File: src/shared/ftac_pkg.sv
// shared constants, types and helpers of the fan start-temperature and acoustic block
package ftac_pkg;

    // ------------------------------------------------------------
    // widths and counts
    // ------------------------------------------------------------
    localparam int TEMP_W   = 8;
    localparam int DUTY_W   = 8;
    localparam int NUM_DYN  = 2;
    localparam int NUM_OP   = 4;
    localparam int NUM_PWM  = 4;
    localparam int ADDR_W   = 8;
    localparam int DATA_W   = 8;

    // ------------------------------------------------------------
    // register offsets
    // ------------------------------------------------------------
    localparam logic [7:0] ADDR_DTC1      = 8'h0B;
    localparam logic [7:0] ADDR_EA1       = 8'h1A;
    localparam logic [7:0] ADDR_EA2       = 8'h1B;
    localparam logic [7:0] ADDR_OP_BASE   = 8'h30;
    localparam logic [7:0] ADDR_FAN_START_TEMPERATURE_BASE = 8'h40;
    localparam logic [7:0] ADDR_HI_BASE   = 8'h44;
    localparam logic [7:0] ADDR_LO_BASE   = 8'h46;
    localparam logic [7:0] ADDR_HYST      = 8'h48;
    localparam logic [7:0] ADDR_DUTY_BASE = 8'h50;

    // ------------------------------------------------------------
    // field positions
    // ------------------------------------------------------------
    localparam int DTC1_EN_LSB  = 0;
    localparam int DTC1_CAP_LSB = 2;
    localparam int EA_EN_LSB    = 0;
    localparam int EA_RATE_A    = 2;
    localparam int EA_RATE_B    = 5;

    // ------------------------------------------------------------
    // reset values
    // ------------------------------------------------------------
    localparam logic [5:0] DTC1_RST = 6'h00;
    localparam logic [7:0] EA_RST   = 8'h00;
    localparam logic [7:0] OP_RST   = 8'h50;
    localparam logic [7:0] FAN_START_TEMPERATURE_RST = 8'h40;
    localparam logic [7:0] HI_RST   = 8'h5A;
    localparam logic [7:0] LO_RST   = 8'h28;
    localparam logic [7:0] HYST_RST = 8'h04;
    localparam logic [7:0] DUTY_RST = 8'h00;

    // lowest start temperature, -64 degrees in two's complement
    localparam logic [7:0] FAN_START_TEMPERATURE_FLOOR = 8'hC0;

    // ------------------------------------------------------------
    // carriers
    // ------------------------------------------------------------
    typedef struct packed {
        logic       en;
        logic [2:0] rate;
    } ftac_ramp_cfg_t;

    typedef struct packed {
        logic [7:0] op;
        logic [7:0] hi;
        logic [7:0] lo;
        logic [7:0] hyst;
    } ftac_zone_t;

    // slots added or removed per update for each three-bit code
    function automatic logic [7:0] ftacRampStep(input logic [2:0] code);
        case (code)
            3'h0:    ftacRampStep = 8'h01;
            3'h1:    ftacRampStep = 8'h02;
            3'h2:    ftacRampStep = 8'h03;
            3'h3:    ftacRampStep = 8'h05;
            3'h4:    ftacRampStep = 8'h08;
            3'h5:    ftacRampStep = 8'h0C;
            3'h6:    ftacRampStep = 8'h18;
            default: ftacRampStep = 8'h30;
        endcase
    endfunction

endpackage

File: src/hw/ftac_duty_ramp.sv
// per-output duty rate limiter for the acoustic mode
`timescale 1ns/10ps
module ftac_duty_ramp (
    // clock and reset
    input  wire logic                  clk_sys,
    input  wire logic                  rst_b,
    // update
    input  wire logic                  tick,
    input  wire logic [7:0]            target,
    input  wire ftac_pkg::ftac_ramp_cfg_t cfg,
    // result
    output logic      [7:0]            duty_r
);
    import ftac_pkg::*;

    logic [7:0] step;
    logic [7:0] gap;
    logic [7:0] duty_nxt;

    always_comb begin
        step     = ftacRampStep(cfg.rate);
        gap      = 8'h00;
        duty_nxt = duty_r;
        if (!cfg.en) begin
            duty_nxt = target;
        end else if (target > duty_r) begin
            gap = target - duty_r;
            // duty is 8 bits, so 255 slots is the ceiling and never wraps
            duty_nxt = (gap < step) ? target : duty_r + step;
        end else if (target < duty_r) begin
            gap = duty_r - target;
            duty_nxt = (gap < step) ? target : duty_r - step;
        end
    end

    always_ff @(posedge clk_sys) begin
        if (!rst_b) begin
            duty_r <= DUTY_RST;
        end else if (tick) begin
            duty_r <= duty_nxt;
        end
    end

endmodule

File: src/hw/ftac_fan_start_temperature_adjust.sv
// one channel of dynamic fan start temperature adjustment
`timescale 1ns/10ps
module ftac_fan_start_temperature_adjust (
    // clock and reset
    input  wire logic                clk_sys,
    input  wire logic                rst_b,
    // control
    input  wire logic                tick,
    input  wire logic                dynEn,
    input  wire logic                progWr,
    input  wire logic [7:0]          progVal,
    // zone inputs
    input  wire logic [7:0]          temp,
    input  wire ftac_pkg::ftac_zone_t zone,
    // result
    output logic      [7:0]          fan_start_temperature_r
);
    import ftac_pkg::*;

    logic        [7:0]  prevTemp_r;
    logic signed [10:0] t;
    logic signed [10:0] tm;
    logic signed [10:0] rise;
    logic signed [10:0] nxt;
    logic        [7:0]  fan_start_temperature_nxt;

    // eleven bits: start temperature minus twice the largest rise minus
    // one reaches -639 and must not wrap before the floor clamp
    always_comb begin
        t    = 11'(signed'(temp));
        tm   = 11'(signed'(fan_start_temperature_r));
        rise = t - 11'(signed'(prevTemp_r));
        nxt  = tm;
        // below the start temperature the loop stays idle
        // hysteresis is a positive width, so it is zero extended
        if (t > tm) begin
            if (t > 11'(signed'(zone.op)) - $signed({3'h0, zone.hyst})
                && rise > 11'sh000) begin
                nxt = nxt - (rise <<< 1);
            end
            if (t > 11'(signed'(zone.op))) begin
                nxt = nxt - 11'sh001;
            end
            if (t < 11'(signed'(zone.lo)) && tm < 11'(signed'(zone.hi))
                && tm < 11'(signed'(zone.op))) begin
                nxt = tm + 11'sh001;
            end
        end
        if (nxt < 11'(signed'(FAN_START_TEMPERATURE_FLOOR))) begin
            nxt = 11'(signed'(FAN_START_TEMPERATURE_FLOOR));
        end
        fan_start_temperature_nxt = nxt[7:0];
    end

    always_ff @(posedge clk_sys) begin
        if (!rst_b) begin
            prevTemp_r <= 8'h00;
        end else if (tick) begin
            prevTemp_r <= temp;
        end
    end

    always_ff @(posedge clk_sys) begin
        if (!rst_b) begin
            fan_start_temperature_r <= FAN_START_TEMPERATURE_RST;
        end else if (progWr) begin
            fan_start_temperature_r <= progVal;
        end else if (tick && dynEn) begin
            fan_start_temperature_r <= fan_start_temperature_nxt;
        end
    end

endmodule

File: src/hw/ftac_fan_ctrl.sv
// top of the fan start-temperature and acoustic enhancement control block
//
// Summary of operation
// - remote-1 enable set: start temperature adjusts; clear: programmed value held
// - remote-2 enable set: start temperature adjusts; clear: programmed value held
// - adjustments use present temperature, operating point, high and low limits
// - capture bit set: thermal input low copies temperature into operating point
// - capture bit clear: thermal input ignored, operating point kept
// - thermal input is asserted by a low level
// - acoustic mode off: new duty applied at once
// - acoustic mode on: duty change per update limited to a step
// - target above duty: duty rises by the step each update
// - target below duty: duty falls by the step each update
// - acoustic mode enabled separately for each PWM output
// - duty has 255 slots; one slot is the smallest increment
// - three-bit code picks 1, 2, 3, 5, 8, 12, 24 or 48 slots
//
// Our own choice: the address-and-strobe port.
`timescale 1ns/10ps
module ftac_fan_ctrl (
    // clock and reset
    input  wire logic                           clk_sys,
    input  wire logic                           rst_b,
    // register port
    input  wire logic [ftac_pkg::ADDR_W-1:0]    regAddr,
    input  wire logic [ftac_pkg::DATA_W-1:0]    regWrData,
    input  wire logic                           regWr,
    input  wire logic                           regRd,
    output logic      [ftac_pkg::DATA_W-1:0]    regRdData,
    // thermal alert, active low
    input  wire logic                           thermAlertIn_b,
    // measurement timebase and temperatures
    input  wire logic                           monTick,
    input  wire logic [ftac_pkg::NUM_OP-1:0][7:0] remoteTemp,
    // duty from the automatic loop
    input  wire logic [ftac_pkg::NUM_PWM-1:0][7:0] dutyCalc,
    // results
    output logic      [ftac_pkg::NUM_PWM-1:0][7:0] dutyOut,
    output logic      [ftac_pkg::NUM_DYN-1:0][7:0] fanStartTemp
);
    import ftac_pkg::*;

    // ------------------------------------------------------------
    // register storage
    // ------------------------------------------------------------
    logic [5:0]              dtc1_r;
    logic [7:0]              ea1_r;
    logic [7:0]              ea2_r;
    logic [NUM_OP-1:0][7:0]  op_r;
    logic [NUM_DYN-1:0][7:0] hi_r;
    logic [NUM_DYN-1:0][7:0] lo_r;
    logic [7:0]              hyst_r;
    logic [7:0]              regRdData_r;
    logic [7:0]              rd_nxt;

    // ------------------------------------------------------------
    // write decode
    // ------------------------------------------------------------
    logic                    wrDtc1;
    logic                    wrEa1;
    logic                    wrEa2;
    logic                    wrHyst;
    logic [NUM_OP-1:0]       wrOp;
    logic [NUM_DYN-1:0]      wrTmin;
    logic [NUM_DYN-1:0]      wrHi;
    logic [NUM_DYN-1:0]      wrLo;
    logic                    thermLow;

    assign wrDtc1   = regWr && regAddr == ADDR_DTC1;
    assign wrEa1    = regWr && regAddr == ADDR_EA1;
    assign wrEa2    = regWr && regAddr == ADDR_EA2;
    assign wrHyst   = regWr && regAddr == ADDR_HYST;
    assign thermLow = !thermAlertIn_b;

    always_comb begin
        for (int k = 0; k < NUM_OP; k++) begin
            wrOp[k] = regWr && regAddr == ADDR_OP_BASE + 8'(k);
        end
        for (int k = 0; k < NUM_DYN; k++) begin
            wrTmin[k] = regWr && regAddr == ADDR_FAN_START_TEMPERATURE_BASE + 8'(k);
            wrHi[k]   = regWr && regAddr == ADDR_HI_BASE + 8'(k);
            wrLo[k]   = regWr && regAddr == ADDR_LO_BASE + 8'(k);
        end
    end

    // ------------------------------------------------------------
    // control registers
    // ------------------------------------------------------------
    always_ff @(posedge clk_sys) begin
        if (!rst_b) begin
            dtc1_r <= DTC1_RST;
        end else if (wrDtc1) begin
            dtc1_r <= regWrData[5:0];
        end
    end

    always_ff @(posedge clk_sys) begin
        if (!rst_b) begin
            ea1_r <= EA_RST;
        end else if (wrEa1) begin
            ea1_r <= regWrData;
        end
    end

    always_ff @(posedge clk_sys) begin
        if (!rst_b) begin
            ea2_r <= EA_RST;
        end else if (wrEa2) begin
            ea2_r <= regWrData;
        end
    end

    always_ff @(posedge clk_sys) begin
        if (!rst_b) begin
            hyst_r <= HYST_RST;
        end else if (wrHyst) begin
            hyst_r <= regWrData;
        end
    end

    always_ff @(posedge clk_sys) begin
        if (!rst_b) begin
            hi_r <= {NUM_DYN{HI_RST}};
        end else begin
            for (int k = 0; k < NUM_DYN; k++) begin
                if (wrHi[k]) begin
                    hi_r[k] <= regWrData;
                end
            end
        end
    end

    always_ff @(posedge clk_sys) begin
        if (!rst_b) begin
            lo_r <= {NUM_DYN{LO_RST}};
        end else begin
            for (int k = 0; k < NUM_DYN; k++) begin
                if (wrLo[k]) begin
                    lo_r[k] <= regWrData;
                end
            end
        end
    end

    // ------------------------------------------------------------
    // operating points with thermal capture
    // ------------------------------------------------------------
    // capture beats a software write in the same cycle: the alert is
    // the fresher fact about where the processor starts throttling
    always_ff @(posedge clk_sys) begin
        if (!rst_b) begin
            op_r <= {NUM_OP{OP_RST}};
        end else begin
            for (int k = 0; k < NUM_OP; k++) begin
                if (thermLow && dtc1_r[DTC1_CAP_LSB + k]) begin
                    op_r[k] <= remoteTemp[k];
                end else if (wrOp[k]) begin
                    op_r[k] <= regWrData;
                end
            end
        end
    end

    // ------------------------------------------------------------
    // dynamic start temperature channels
    // ------------------------------------------------------------
    ftac_zone_t [NUM_DYN-1:0] zone;

    always_comb begin
        for (int k = 0; k < NUM_DYN; k++) begin
            zone[k].op   = op_r[k];
            zone[k].hi   = hi_r[k];
            zone[k].lo   = lo_r[k];
            zone[k].hyst = hyst_r;
        end
    end

    for (genvar g = 0; g < NUM_DYN; g++) begin : gDyn
        ftac_fan_start_temperature_adjust uTmin (
            .clk_sys (clk_sys),
            .rst_b   (rst_b),
            .tick    (monTick),
            .dynEn   (dtc1_r[DTC1_EN_LSB + g]),
            .progWr  (wrTmin[g]),
            .progVal (regWrData),
            .temp    (remoteTemp[g]),
            .zone    (zone[g]),
            .fan_start_temperature_r  (fanStartTemp[g])
        );
    end

    // ------------------------------------------------------------
    // acoustic rate limiting per output
    // ------------------------------------------------------------
    ftac_ramp_cfg_t [NUM_PWM-1:0] rampCfg;

    // each output owns its own enable and rate field
    always_comb begin
        rampCfg[0].en   = ea1_r[EA_EN_LSB];
        rampCfg[0].rate = ea1_r[EA_RATE_A +: 3];
        rampCfg[1].en   = ea1_r[EA_EN_LSB + 1];
        rampCfg[1].rate = ea1_r[EA_RATE_B +: 3];
        rampCfg[2].en   = ea2_r[EA_EN_LSB];
        rampCfg[2].rate = ea2_r[EA_RATE_A +: 3];
        rampCfg[3].en   = ea2_r[EA_EN_LSB + 1];
        rampCfg[3].rate = ea2_r[EA_RATE_B +: 3];
    end

    for (genvar g = 0; g < NUM_PWM; g++) begin : gPwm
        ftac_duty_ramp uRamp (
            .clk_sys (clk_sys),
            .rst_b   (rst_b),
            .tick    (monTick),
            .target  (dutyCalc[g]),
            .cfg     (rampCfg[g]),
            .duty_r  (dutyOut[g])
        );
    end

    // ------------------------------------------------------------
    // read path
    // ------------------------------------------------------------
    // unmapped offsets and reserved bits read as zero
    always_comb begin
        rd_nxt = 8'h00;
        case (regAddr)
            ADDR_DTC1:          rd_nxt = {2'h0, dtc1_r};
            ADDR_EA1:           rd_nxt = ea1_r;
            ADDR_EA2:           rd_nxt = ea2_r;
            ADDR_HYST:          rd_nxt = hyst_r;
            ADDR_OP_BASE:       rd_nxt = op_r[0];
            ADDR_OP_BASE + 8'h01: rd_nxt = op_r[1];
            ADDR_OP_BASE + 8'h02: rd_nxt = op_r[2];
            ADDR_OP_BASE + 8'h03: rd_nxt = op_r[3];
            ADDR_FAN_START_TEMPERATURE_BASE:     rd_nxt = fanStartTemp[0];
            ADDR_FAN_START_TEMPERATURE_BASE + 8'h01: rd_nxt = fanStartTemp[1];
            ADDR_HI_BASE:       rd_nxt = hi_r[0];
            ADDR_HI_BASE + 8'h01: rd_nxt = hi_r[1];
            ADDR_LO_BASE:       rd_nxt = lo_r[0];
            ADDR_LO_BASE + 8'h01: rd_nxt = lo_r[1];
            ADDR_DUTY_BASE:     rd_nxt = dutyOut[0];
            ADDR_DUTY_BASE + 8'h01: rd_nxt = dutyOut[1];
            ADDR_DUTY_BASE + 8'h02: rd_nxt = dutyOut[2];
            ADDR_DUTY_BASE + 8'h03: rd_nxt = dutyOut[3];
            default:            rd_nxt = 8'h00;
        endcase
    end

    // data stand only in the cycle after the strobe
    always_ff @(posedge clk_sys) begin
        if (!rst_b) begin
            regRdData_r <= 8'h00;
        end else if (regRd) begin
            regRdData_r <= rd_nxt;
        end else begin
            regRdData_r <= 8'h00;
        end
    end

    assign regRdData = regRdData_r;

endmodule

File: config.mk
export PLATFORM = sky130hd
export DESIGN_NAME = ftac_fan_ctrl
export DESIGN_NICKNAME = d
export VERILOG_FILES = /design/src/shared/ftac_pkg.sv /design/src/hw/ftac_duty_ramp.sv /design/src/hw/ftac_fan_start_temperature_adjust.sv /design/src/hw/ftac_fan_ctrl.sv
export SDC_FILE = /design/constraint.sdc
export NUM_CORES = 1
export LEC_CHECK = 0
export BUFFER_PORTS_ARGS = -buffer_cell sky130_fd_sc_hd__buf_2
export CAP_MARGIN = 20
export CORE_MARGIN = 5
export CORE_UTILIZATION = 46
export DETAILED_ROUTE_END_ITERATION = 10
export GPL_TIMING_DRIVEN = 0
export SLEW_MARGIN = 20
export SYNTH_ARGS = -nofsm -noshare
export SYNTH_HDL_FRONTEND = slang
export SYNTH_SLANG_ARGS = --single-unit
export TNS_END_PERCENT = 30
File: constraint.sdc
create_clock -name clk_sys -period 15 [get_ports clk_sys]
set_input_delay 1.5 -clock clk_sys [delete_from_list [all_inputs] [get_ports clk_sys]]
set_output_delay 1.5 -clock clk_sys [all_outputs]
set_load 0.01 [all_outputs]
## After elaboration in Yosys (flattened, before gate mapping)

Cells that the tools add are included.

- Flip-flop bits (word level): 166
- Output and inout bits: 56
- Word-level logic and storage cells: 216

- Add/sub/neg operators: 26
- Equal/unequal tests: 46
- Reduce and logical (&&, ||, !) cells: 42
- Muxes and demuxes: 49
- $lt $le $gt $ge: 32

Operators by type and width:

| cell | number |
|---|---|
| $mux 8 | 34 |
| $pmux 6 s7 | 4 |
| $pmux 8 s18 | 1 |
| $mux 11 | 10 |
| $eq 8x7->1 const B | 11 |
| $lt 8x8->1 | 10 |
| $gt 8x8->1 | 8 |
| $lt 8x6->1 | 8 |
| $sub 8x8->8 | 8 |
| $eq 3x3->1 const B | 12 |
| $add 8x6->8 | 4 |
| $eq 8x6->1 const B | 4 |
| $sub 8x6->8 | 4 |
| $logic_and 1x1->1 | 26 |
| $eq 3x2->1 const B | 8 |
| $lt 11x7->1 const B | 2 |
| $sub 11x2->11 const B | 2 |
| $sub 8x10->11 | 2 |
| $gt 8x10->1 | 2 |
| $sub 8x9->10 | 2 |
| $add 8x2->9 const B | 2 |
| $gt 9x1->1 const B | 2 |
| $sub 8x8->9 | 2 |
| $eq 8x5->1 const B | 2 |
| 7 further kinds | 25 |

## Longest topological paths before layout

Gate-level depths: netlist of the first run.

- Depth in word-level cells: 13
- Gate-level depth with buffers: 34
- Gate-level depth less buffers: 33

## Modules after synthesis

A second synthesis of the first run with hierarchy kept.

- Cell total of the unflattened synthesis: 2764
- Area total of the unflattened synthesis: 21665.8 um^2

Modules (own cells, without submodules):

| module | cells each | area an instance (um^2) | times used |
|---|---|---|---|
| ftac_fan_ctrl | 627 | 5699.2 | 1 |
| ftac_duty_ramp (gPwm[0].uRamp ...) | 290 | 2125.8 | 2 |
| ftac_fan_start_temperature_adjust (gDyn[1].uTmin) | 508 | 3763.6 | 1 |
| ftac_fan_start_temperature_adjust (gDyn[0].uTmin) | 488 | 3699.8 | 1 |
| ftac_duty_ramp (gPwm[2].uRamp) | 284 | 2179.6 | 1 |
| ftac_duty_ramp (gPwm[1].uRamp) | 277 | 2072.0 | 1 |

## Worst setup path before layout of the first run

OpenSTA, ideal clock, no wires.

- Path kind: input to register
- Start point: in remoteTemp[0] (netlist bit)
- End point: reg gDyn[0].uTmin.fan_start_temperature_r[1]
- Data arrival time: 5835 ps
- Cell stages on the path: 22
- Path buffers: 1
- Setup time: 76 ps
- Setup slack: 9089 ps
- Cells stage by stage: inv_1 ha_1 inv_1 fa_1 a21o_1 a31o_2 a21oi_2 xor2_1 and4_1 or2_2 buf_6 a21oi_1 ha_1 nand2b_1 a21oi_1 and2_1 nand4_1 xor2_1 a221oi_4 a31oi_1 or4_4 o22ai_1

- Longest elaborated chain between the ends: 13
- Elaborated cells on any way between the ends: 20
- Those cells by class: add/sub: 3; order compare: 6; mux: 8; reduce/logical: 3

Ends and longest elaborated chain:

| element | line | RTL |
|---|---|---|
| start, declared | ftac_fan_ctrl.sv:34 | `input wire logic [ftac_pkg::NUM_OP-1:0][7:0] remoteTemp,` |
| $sub 8x8->9 | ftac_fan_start_temperature_adjust.sv:32 | `rise = t - 11'(signed'(prevTemp_r));` |
| $gt 9x1->1 | ftac_fan_start_temperature_adjust.sv:38 | `&& rise > 11'sh000) begin` |
| $logic_and 1x1->1 | ftac_fan_start_temperature_adjust.sv:38 |  |
| $mux 11 | ftac_fan_start_temperature_adjust.sv:37 | `if (t > 11'(signed'(zone.op)) - $signed({3'h0, zone.hyst})` |
| $mux 11 | ftac_fan_start_temperature_adjust.sv:36 | `if (t > tm) begin` |
| $sub 11x2->11 | ftac_fan_start_temperature_adjust.sv:42 | `nxt = nxt - 11'sh001;` |
| $mux 11 | ftac_fan_start_temperature_adjust.sv:41 | `if (t > 11'(signed'(zone.op))) begin` |
| $mux 11 | ftac_fan_start_temperature_adjust.sv:44 | `if (t < 11'(signed'(zone.lo)) && tm < 11'(signed'(zone.hi))` |
| $mux 11 (*) | ftac_fan_start_temperature_adjust.sv:36 |  |
| $lt 11x7->1 | ftac_fan_start_temperature_adjust.sv:49 | `if (nxt < 11'(signed'(FAN_START_TEMPERATURE_FLOOR))) begin` |
| $mux 8 (*) | ftac_fan_start_temperature_adjust.sv:49 |  |
| $mux 8 (*) | ftac_fan_start_temperature_adjust.sv:68 | `end else if (tick && dynEn) begin` |
| $mux 8 (*) | ftac_fan_start_temperature_adjust.sv:66 | `end else if (progWr) begin` |
| end signal, assigned | ftac_fan_start_temperature_adjust.sv:67 | `fan_start_temperature_r <= progVal;` |
| end signal, assigned | ftac_fan_start_temperature_adjust.sv:69 | `fan_start_temperature_r <= fan_start_temperature_nxt;` |
| end, declared | ftac_fan_start_temperature_adjust.sv:16 | `output logic [7:0] fan_start_temperature_r` |

Mark *: on every way between the ends. The rest lies on a longest branch, timed or not. The select of a mux whose other input is x is not followed.
A chain may end at the register's enable or synchronous reset.

## Worst setup path in the final report of the first run

- Start point: reg hyst_r[1]
- End point: reg gDyn[0].uTmin.fan_start_temperature_r[5]

- Longest elaborated chain between the ends: 13

Ends and longest elaborated chain:

| element | line | RTL |
|---|---|---|
| start, declared | ftac_fan_ctrl.sv:52 | `logic [7:0] hyst_r;` |
| start signal, assigned | ftac_fan_ctrl.sv:117 | `hyst_r <= regWrData;` |
| $sub 8x9->10 (*) | ftac_fan_start_temperature_adjust.sv:37 |  |
| $gt 8x10->1 (*) | ftac_fan_start_temperature_adjust.sv:37 |  |
| $logic_and 1x1->1 (*) | ftac_fan_start_temperature_adjust.sv:38 |  |
| $mux 11 (*) | ftac_fan_start_temperature_adjust.sv:37 |  |
| $mux 11 (*) | ftac_fan_start_temperature_adjust.sv:36 |  |
| $sub 11x2->11 | ftac_fan_start_temperature_adjust.sv:42 |  |
| $mux 11 (*) | ftac_fan_start_temperature_adjust.sv:41 |  |
| $mux 11 (*) | ftac_fan_start_temperature_adjust.sv:44 |  |
| $mux 11 (*) | ftac_fan_start_temperature_adjust.sv:36 |  |
| $lt 11x7->1 | ftac_fan_start_temperature_adjust.sv:49 |  |
| $mux 8 (*) | ftac_fan_start_temperature_adjust.sv:49 |  |
| $mux 8 (*) | ftac_fan_start_temperature_adjust.sv:68 |  |
| $mux 8 (*) | ftac_fan_start_temperature_adjust.sv:66 |  |

Marked as above.

==> results.py, run 1 <==
metrics = {
    "clocking": {
        "clkTransAtPathRegs_ns": 0.08,
        "cts_resized": 0,
        "cts_buffer_depth": 2,
        "ctsHoldBuffers": 0,
        "cts_htree_levels": 4,
        "cts_tree": "yes",
        "post_cts_buffers": 0,
        "clockRootBuffer": "clkbuf_16",
        "worstSkewPairLatency_ns": 0.46,
        "clkSinkCount": 166,
        "cts_buffers": 17,
    },
    "sta": {
        "rsz0062_at_grt": "false",
        "fmax_mhz": 142,
        "clock_skew_ns": 0.0187,
        "period_needed_ns": 7.04,
        "final-setup-viol-count": 0,
        "max_slew_margin": 0.232,
        "tns_ns": 0,
        "finalCritPeriodShare": 0.469,
        "hold_viol": 0,
        "slew_viol_final": 0,
        "tightest_slew_ns": 1.15,
    },
    "setup_path": {
        "critPathMaxStageDelay_ns": 0.57,
        "crit_fanout": 10,
        "cp_data_required_time_ns": 15.37,
        "cp.arrival_ns": 7.40,
        "crit_path_start_kind": "flip-flop",
        "crit_path_top_delay_cell": "or4_4",
        "worstSetupPathType": "reg2reg",
        "endpoint_kind": "flip-flop",
        "crit_top_cell": "a21oi_1",
        "path_delay_family": "compound AO/OA/AOI/OAI gates",
        "crit_buf_inv": 2,
    },
    "route": {
        "wire_per_inst_um": 21.7,
        "dr.first_iter.drc_count": 2009,
        "drc": 0,
        "viasPerCell": 6.11,
        "drt.antenna.violating_nets": 0,
        "routed-via-count": 20174,
        "drt-total-wl_um": 71700,
        "dr.pass1.iters": 6,
    },
    "layout": {
        "fillCellCount": 4190,
        "area_delta_synth_final_pct": 10.1,
        "drive_gt1_frac": 0.0775,
        "final_cell_mix": "ha_1, inv_1, nand2_1",
        "final_common_cell": "ha_1",
        "nets": 3154,
    },
    "synth": {
        "synth_top_cell_area_share": 0.192,
        "netlist_top_cells_area": "ha_1, dfxtp_1, inv_1",
        "synth-seq-area-share": 0.171,
        "avgSynthCellArea_um2": 7.50,
        "yosysTopAreaCell": "ha_1",
        "synth_fa_ha_area_frac": 0.214,
        "synth_warnings": 0,
        "yosys.area_share.simple": 0.190,
        "netlist_area_mm2": 0.0194,
        "synth_ff_type": "dfxtp_1",
        "ys_async_sr_fraction": 0,
        "syn_inst": 2592,
        "synth_edf_count": 0,
        "synth.distinct_cells": 92,
        "synth_top_family_by_area": "compound AO/OA/AOI/OAI gates",
        "synth-compound-area-share": 0.273,
        "synth_seq_cells": 166,
        "synth_xor_area_frac": 0.0450,
        "synth_fp_nets": 2998,
        "muxShareOfSynthArea": 0.0300,
    },
    "min_path": {
        "min_path_type": "reg2reg",
    },
    "die": {
        "row_count": 75,
        "io_pins": 142,
        "start_util": 0.465,
        "fp.coreArea_mm2": 0.0419,
        "die_area_mm2": 0.0465,
        "die_y_um": 216,
        "die_x_um": 216,
    },
    "global_route": {
        "grt_pass1_vias": 18981,
        "antenna_found_initial": 1,
        "track_usage": 0.294,
        "grt_first_pass_wirelength_um": 109000,
        "overflow": 0,
        "grt_max_degree": 17,
    },
    "run_status": {
        "status": "finished clean",
    },
    "pwr": {
        "total_power_mw": 1.46,
        "pwr_density_cell_mw_per_mm2": 68.3,
        "peakVddDrop_v": 0.0000752,
        "p_leak_nw": 9.24,
    },
    "flow_run": {
        "drv_cap": 0,
    },
    "placement": {
        "globalplace.congestion": 0.995,
        "io_buffer_count": 136,
        "hpwl_um": 57400,
    },
}
==> power breakdown <==
group / switching (mW) / internal (mW) / total (mW)
sequential: 0.0217 / 0.450 / 0.471
combinational: 0.324 / 0.214 / 0.538
clock: 0.213 / 0.239 / 0.452
==> synthesized netlist by cell type, types with 40 or more instances <==
cell	count
clkbuf_1	97
ha_1	298
dfxtp_1	166
xor2_1	45
a21o_1	53
a211oi_1	43
mux2i_1	56
o21ai_0	129
nand3_1	102
a22oi_1	44
xnor2_1	55
nand2_1	241
inv_1	281
nor2_1	193
o21a_1	40
a21oi_1	185
==> worst min-delay path: cells and delay by family, from the launching register on <==
family	cells	cell delay, ns
compound gates	1	0.05
flops	1	0.31
simple gates	1	0.05
==> through the flow <==
stage           util  setup WS, ns  cell area, µm²  hold WS, ns  instances
2_1_floorplan      -          9.09           19400        0.436       2592
3_3_place_gp   0.497          8.06           20800        0.445       3267
3_5_place_dp   0.497          8.06           20800        0.448       3268
4_1_cts        0.511          8.08           21400        0.458       3299
5_1_grt        0.511          7.38           21400        0.497       3300
6_report       0.511          7.96           21400        0.460       3300
==> worst paths after layout <==
check                 start                                       end  slack, ns  cells past startpoint
setup / recovery  hyst_r[1]  gDyn[0].uTmin.fan_start_temperature_r[5]       7.96                     29
hold / removal      lo_r[7]                                   lo_r[7]       0.46                      2
setup reg to reg  hyst_r[1]  gDyn[0].uTmin.fan_start_temperature_r[5]       7.96                     29
hold reg to reg     lo_r[7]                                   lo_r[7]       0.46                      2
==> logic make-up (layout without fill, tap and decap cells) <==
kind of cell / Yosys count / count (layout)
simple gates: 776 / 776
mux: 58 / 58
xor+xnor: 100 / 100
flops: 166 / 166
compound gates: 782 / 782
other cells: 0 / 1
buf+inv: 390 / 558
fa+ha+maj: 320 / 320
==> flip-flops by register name (all words and copies together) (netlist names) <==
register / flops
ea2_r: 8
gDyn.uTmin.prevTemp_r: 16
regRdData: 8
hi_r: 16
lo_r: 16
gPwm.uRamp.duty_r: 32
dtc1_r: 6
hyst_r: 8
ea1_r: 8
op_r: 32
gDyn.uTmin.fan_start_temperature_r: 16
==> routing by layer <==
| layer | track usage | share of wire | up-vias |
|---|---|---|---|
| met2 | 0.466 | 0.44 | 835 |
| met3 | 0.0390 | 0.073 | 147 |
| met1 | 0.412 | 0.45 | 9523 |
| li1 | - | - | 9669 |
| met4 | 0.0994 | 0.036 | 0 |
| met5 | 0 | 0 | - |
==> cell type report <==
cell class,instances,area (µm²),share of cell area
Multi-Input combinational cell,2036,14600,0.684
Sequential cell,166,3320,0.155
Inverter,281,1050,0.0493
Timing Repair Buffer,137,686,0.0320
Tap cell,539,674,0.0315
Clock buffer,19,443,0.0207
Buffer,109,442,0.0206
Clock inverter,12,135,0.00631
Antenna cell,1,2.50,0.000117
(Power assumes the default switching activity.)
==> run 2, diff against run 1 <==
- ABC_AREA: not set -> 1
- PLACE_DENSITY: not set -> 0.66
- clock period: 15 -> 6.4 ns (I/O delays scaled with it)
==> results.py, run 2 <==
metrics = {
    "die": {
        "fp.coreArea_mm2": 0.0419,
        "io_pins": 142,
        "row_count": 75,
        "start_util": 0.464,
        "die_area_mm2": 0.0464,
        "die_x_um": 215,
        "die_y_um": 215,
    },
    "route": {
        "drc": 0,
        "wl_met3_um": 5620,
        "routedLengthMet1_um": 31200,
        "met2_wirelength_um": 32100,
        "top_layer_used": "met4",
        "drt-total-wl_um": 72000,
        "drt.antenna.violating_nets": 0,
        "dr.pass1.iters": 7,
        "viasPerCell": 5.84,
        "dr.first_iter.drc_count": 2133,
        "wire_per_inst_um": 19.9,
        "routed-via-count": 21131,
    },
    "clocking": {
        "clockRootBuffer": "clkbuf_16",
        "clkSinkCount": 166,
        "ctsHoldBuffers": 0,
        "cts_tree": "yes",
        "worstSkewPairLatency_ns": 0.46,
        "cts_resized": 0,
        "post_cts_buffers": 0,
        "clkTransAtPathRegs_ns": 0.08,
        "cts_buffer_depth": 2,
        "cts_buffers": 17,
        "cts_htree_levels": 4,
    },
    "layout": {
        "fillCellCount": 4250,
        "area_delta_synth_final_pct": 10.3,
        "nets": 3469,
        "final_cell_area_mm2": 0.0214,
        "final_common_cell": "nand2_1",
        "final_cell_mix": "nand2_1, inv_1, a21oi_1",
        "drive_gt1_frac": 0.0738,
        "reg_top3": "gPwm.uRamp.duty_r: 32 flops, op_r: 32 flops",
    },
    "synth": {
        "synth_edf_count": 0,
        "synth_top_cell_area_share": 0.192,
        "synth_fp_nets": 3313,
        "synth_ff_type": "dfxtp_1",
        "yosysTopAreaCell": "ha_1",
        "avgSynthCellArea_um2": 6.68,
        "synth.distinct_cells": 48,
        "netlist_top_cells_area": "ha_1, dfxtp_1, nand2_1",
        "syn_inst": 2907,
        "synth_warnings": 0,
        "synth_seq_cells": 166,
        "synth-seq-area-share": 0.171,
        "netlist_area_mm2": 0.0194,
        "synth_common_cells": "nand2_1, inv_1, a21oi_1",
        "ys_async_sr_fraction": 0,
        "synth.most_common_cell": "nand2_1",
    },
    "placement": {
        "hpwl_um": 57700,
        "globalplace.congestion": 1.04,
        "place_area_mm2": 0.0208,
        "io_buffer_count": 137,
    },
    "setup_path": {
        "endpoint_kind": "flip-flop",
        "crit_buf_inv": 6,
        "worstSetupPathType": "reg2reg",
        "cp_data_required_time_ns": 6.80,
        "path_delay_family": "simple AND/OR/NAND/NOR gates",
        "crit_path_top_delay_cell": "fa_1",
        "r2r_slack_ns": 1.22,
        "cp.arrival_ns": 5.58,
        "crit_path_start_kind": "flip-flop",
        "critPathMaxStageDelay_ns": 0.40,
        "crit_fanout": 10,
        "crit_top_cell": "nand2_1",
    },
    "pwr": {
        "total_power_mw": 3.64,
        "p_leak_nw": 10.3,
        "pwr_density_cell_mw_per_mm2": 170,
        "peakVddDrop_v": 0.000182,
    },
    "sta": {
        "period_needed_ns": 5.18,
        "fmax_mhz": 193,
        "final-setup-viol-count": 0,
        "slew_viol_final": 0,
        "clock_skew_ns": 0.0172,
        "tightest_slew_ns": 0.964,
        "whs_ns": 0.461,
        "tns_ns": 0,
        "hold_viol": 0,
        "max_slew_margin": 0.341,
        "rsz0062_at_grt": "false",
        "finalCritPeriodShare": 0.810,
    },
    "global_route": {
        "antenna_found_initial": 0,
        "grt_pass1_vias": 19857,
        "overflow": 0,
        "grt_max_degree": 18,
        "grt_first_pass_wirelength_um": 111000,
        "track_usage": 0.297,
    },
    "flow_run": {
        "drv_cap": 0,
    },
    "min_path": {
        "min_path_type": "reg2reg",
    },
    "run_status": {
        "status": "finished clean",
    },
}
[run 2: cell count changes in the layout (fill, tap and decap cells not counted), moves of 34 or more]
cell	before	now
a21o_1	53	6
a22oi_1	44	2
o21ai_0	129	231
nand2b_1	34	0
nand3_1	102	149
a21oi_1	185	317
xor2_1	45	105
nand2_1	241	492
inv_1	281	438
o21a_1	40	3
mux2i_1	56	0
xnor2_1	55	18
[run 2: worst min-delay path: stages (launching register included)]
cell     delay (ns)
dfxtp_1        0.30
inv_1          0.06
a21oi_1        0.06
[run 2: final timing paths]
kind,start,to,cells after the start
setup / recovery,op_r[0],gDyn[0].uTmin.fan_start_temperature_r[2],40
hold / removal,gDyn[0].uTmin.prevTemp_r[6],gDyn[0].uTmin.prevTemp_r[6],2
setup reg to reg,op_r[0],gDyn[0].uTmin.fan_start_temperature_r[2],40
hold reg to reg,gDyn[0].uTmin.prevTemp_r[6],gDyn[0].uTmin.prevTemp_r[6],2
[run 2: cells by family (layout without fill, tap and decap cells)]
| kind of cell | Yosys count | after routing | synth area share |
|---|---|---|---|
| AOI/OAI and AO/OA | 821 | 821 | 0.244 |
| xor gates and xnor gates | 123 | 123 | 0.0555 |
| adders and majority gates | 320 | 320 | 0.215 |
| buffers and inverters | 542 | 711 | 0.105 |
| DFF | 166 | 166 | 0.171 |
| other | 0 | 1 | 0 |
| and+or+nand+nor | 935 | 935 | 0.210 |
[run 2: routing by layer]
| layer | global-route usage | up-vias |
|---|---|---|
| li1 | - | 10212 |
| met1 | 0.399 | 9861 |
| met2 | 0.487 | 891 |
| met3 | 0.0418 | 167 |
| met4 | 0.113 | 0 |
| met5 | 0 | - |
[run 2: stage by stage]
step | setup WS, ns | instances | util
2_1_floorplan | 2.04 | 2907 | -
5_1_grt | 0.494 | 3615 | 0.512
6_report | 1.22 | 3616 | 0.512
4_1_cts | 1.29 | 3615 | 0.512
3_3_place_gp | 1.38 | 3583 | 0.497
3_5_place_dp | 1.30 | 3583 | 0.497
[run 2: cell type report]
class / count / area (µm²) / area share
Buffer: 87 / 329 / 0.0154
Antenna cell: 1 / 2.50 / 0.000117
Timing Repair Buffer: 137 / 686 / 0.0320
Clock buffer: 17 / 425 / 0.0199
Multi-Input combinational cell: 2199 / 14100 / 0.657
Clock inverter: 15 / 208 / 0.00970
Tap cell: 539 / 674 / 0.0315
Sequential cell: 166 / 3320 / 0.155
Inverter: 455 / 1710 / 0.0797
[run 2: where the power goes]
part	internal [mW]	total, mW	switching, mW	leakage, nW
Clock	0.635	1.17	0.538	0.311
Sequential	1.05	1.09	0.0311	1.35
Combinational	0.486	1.39	0.899	8.61
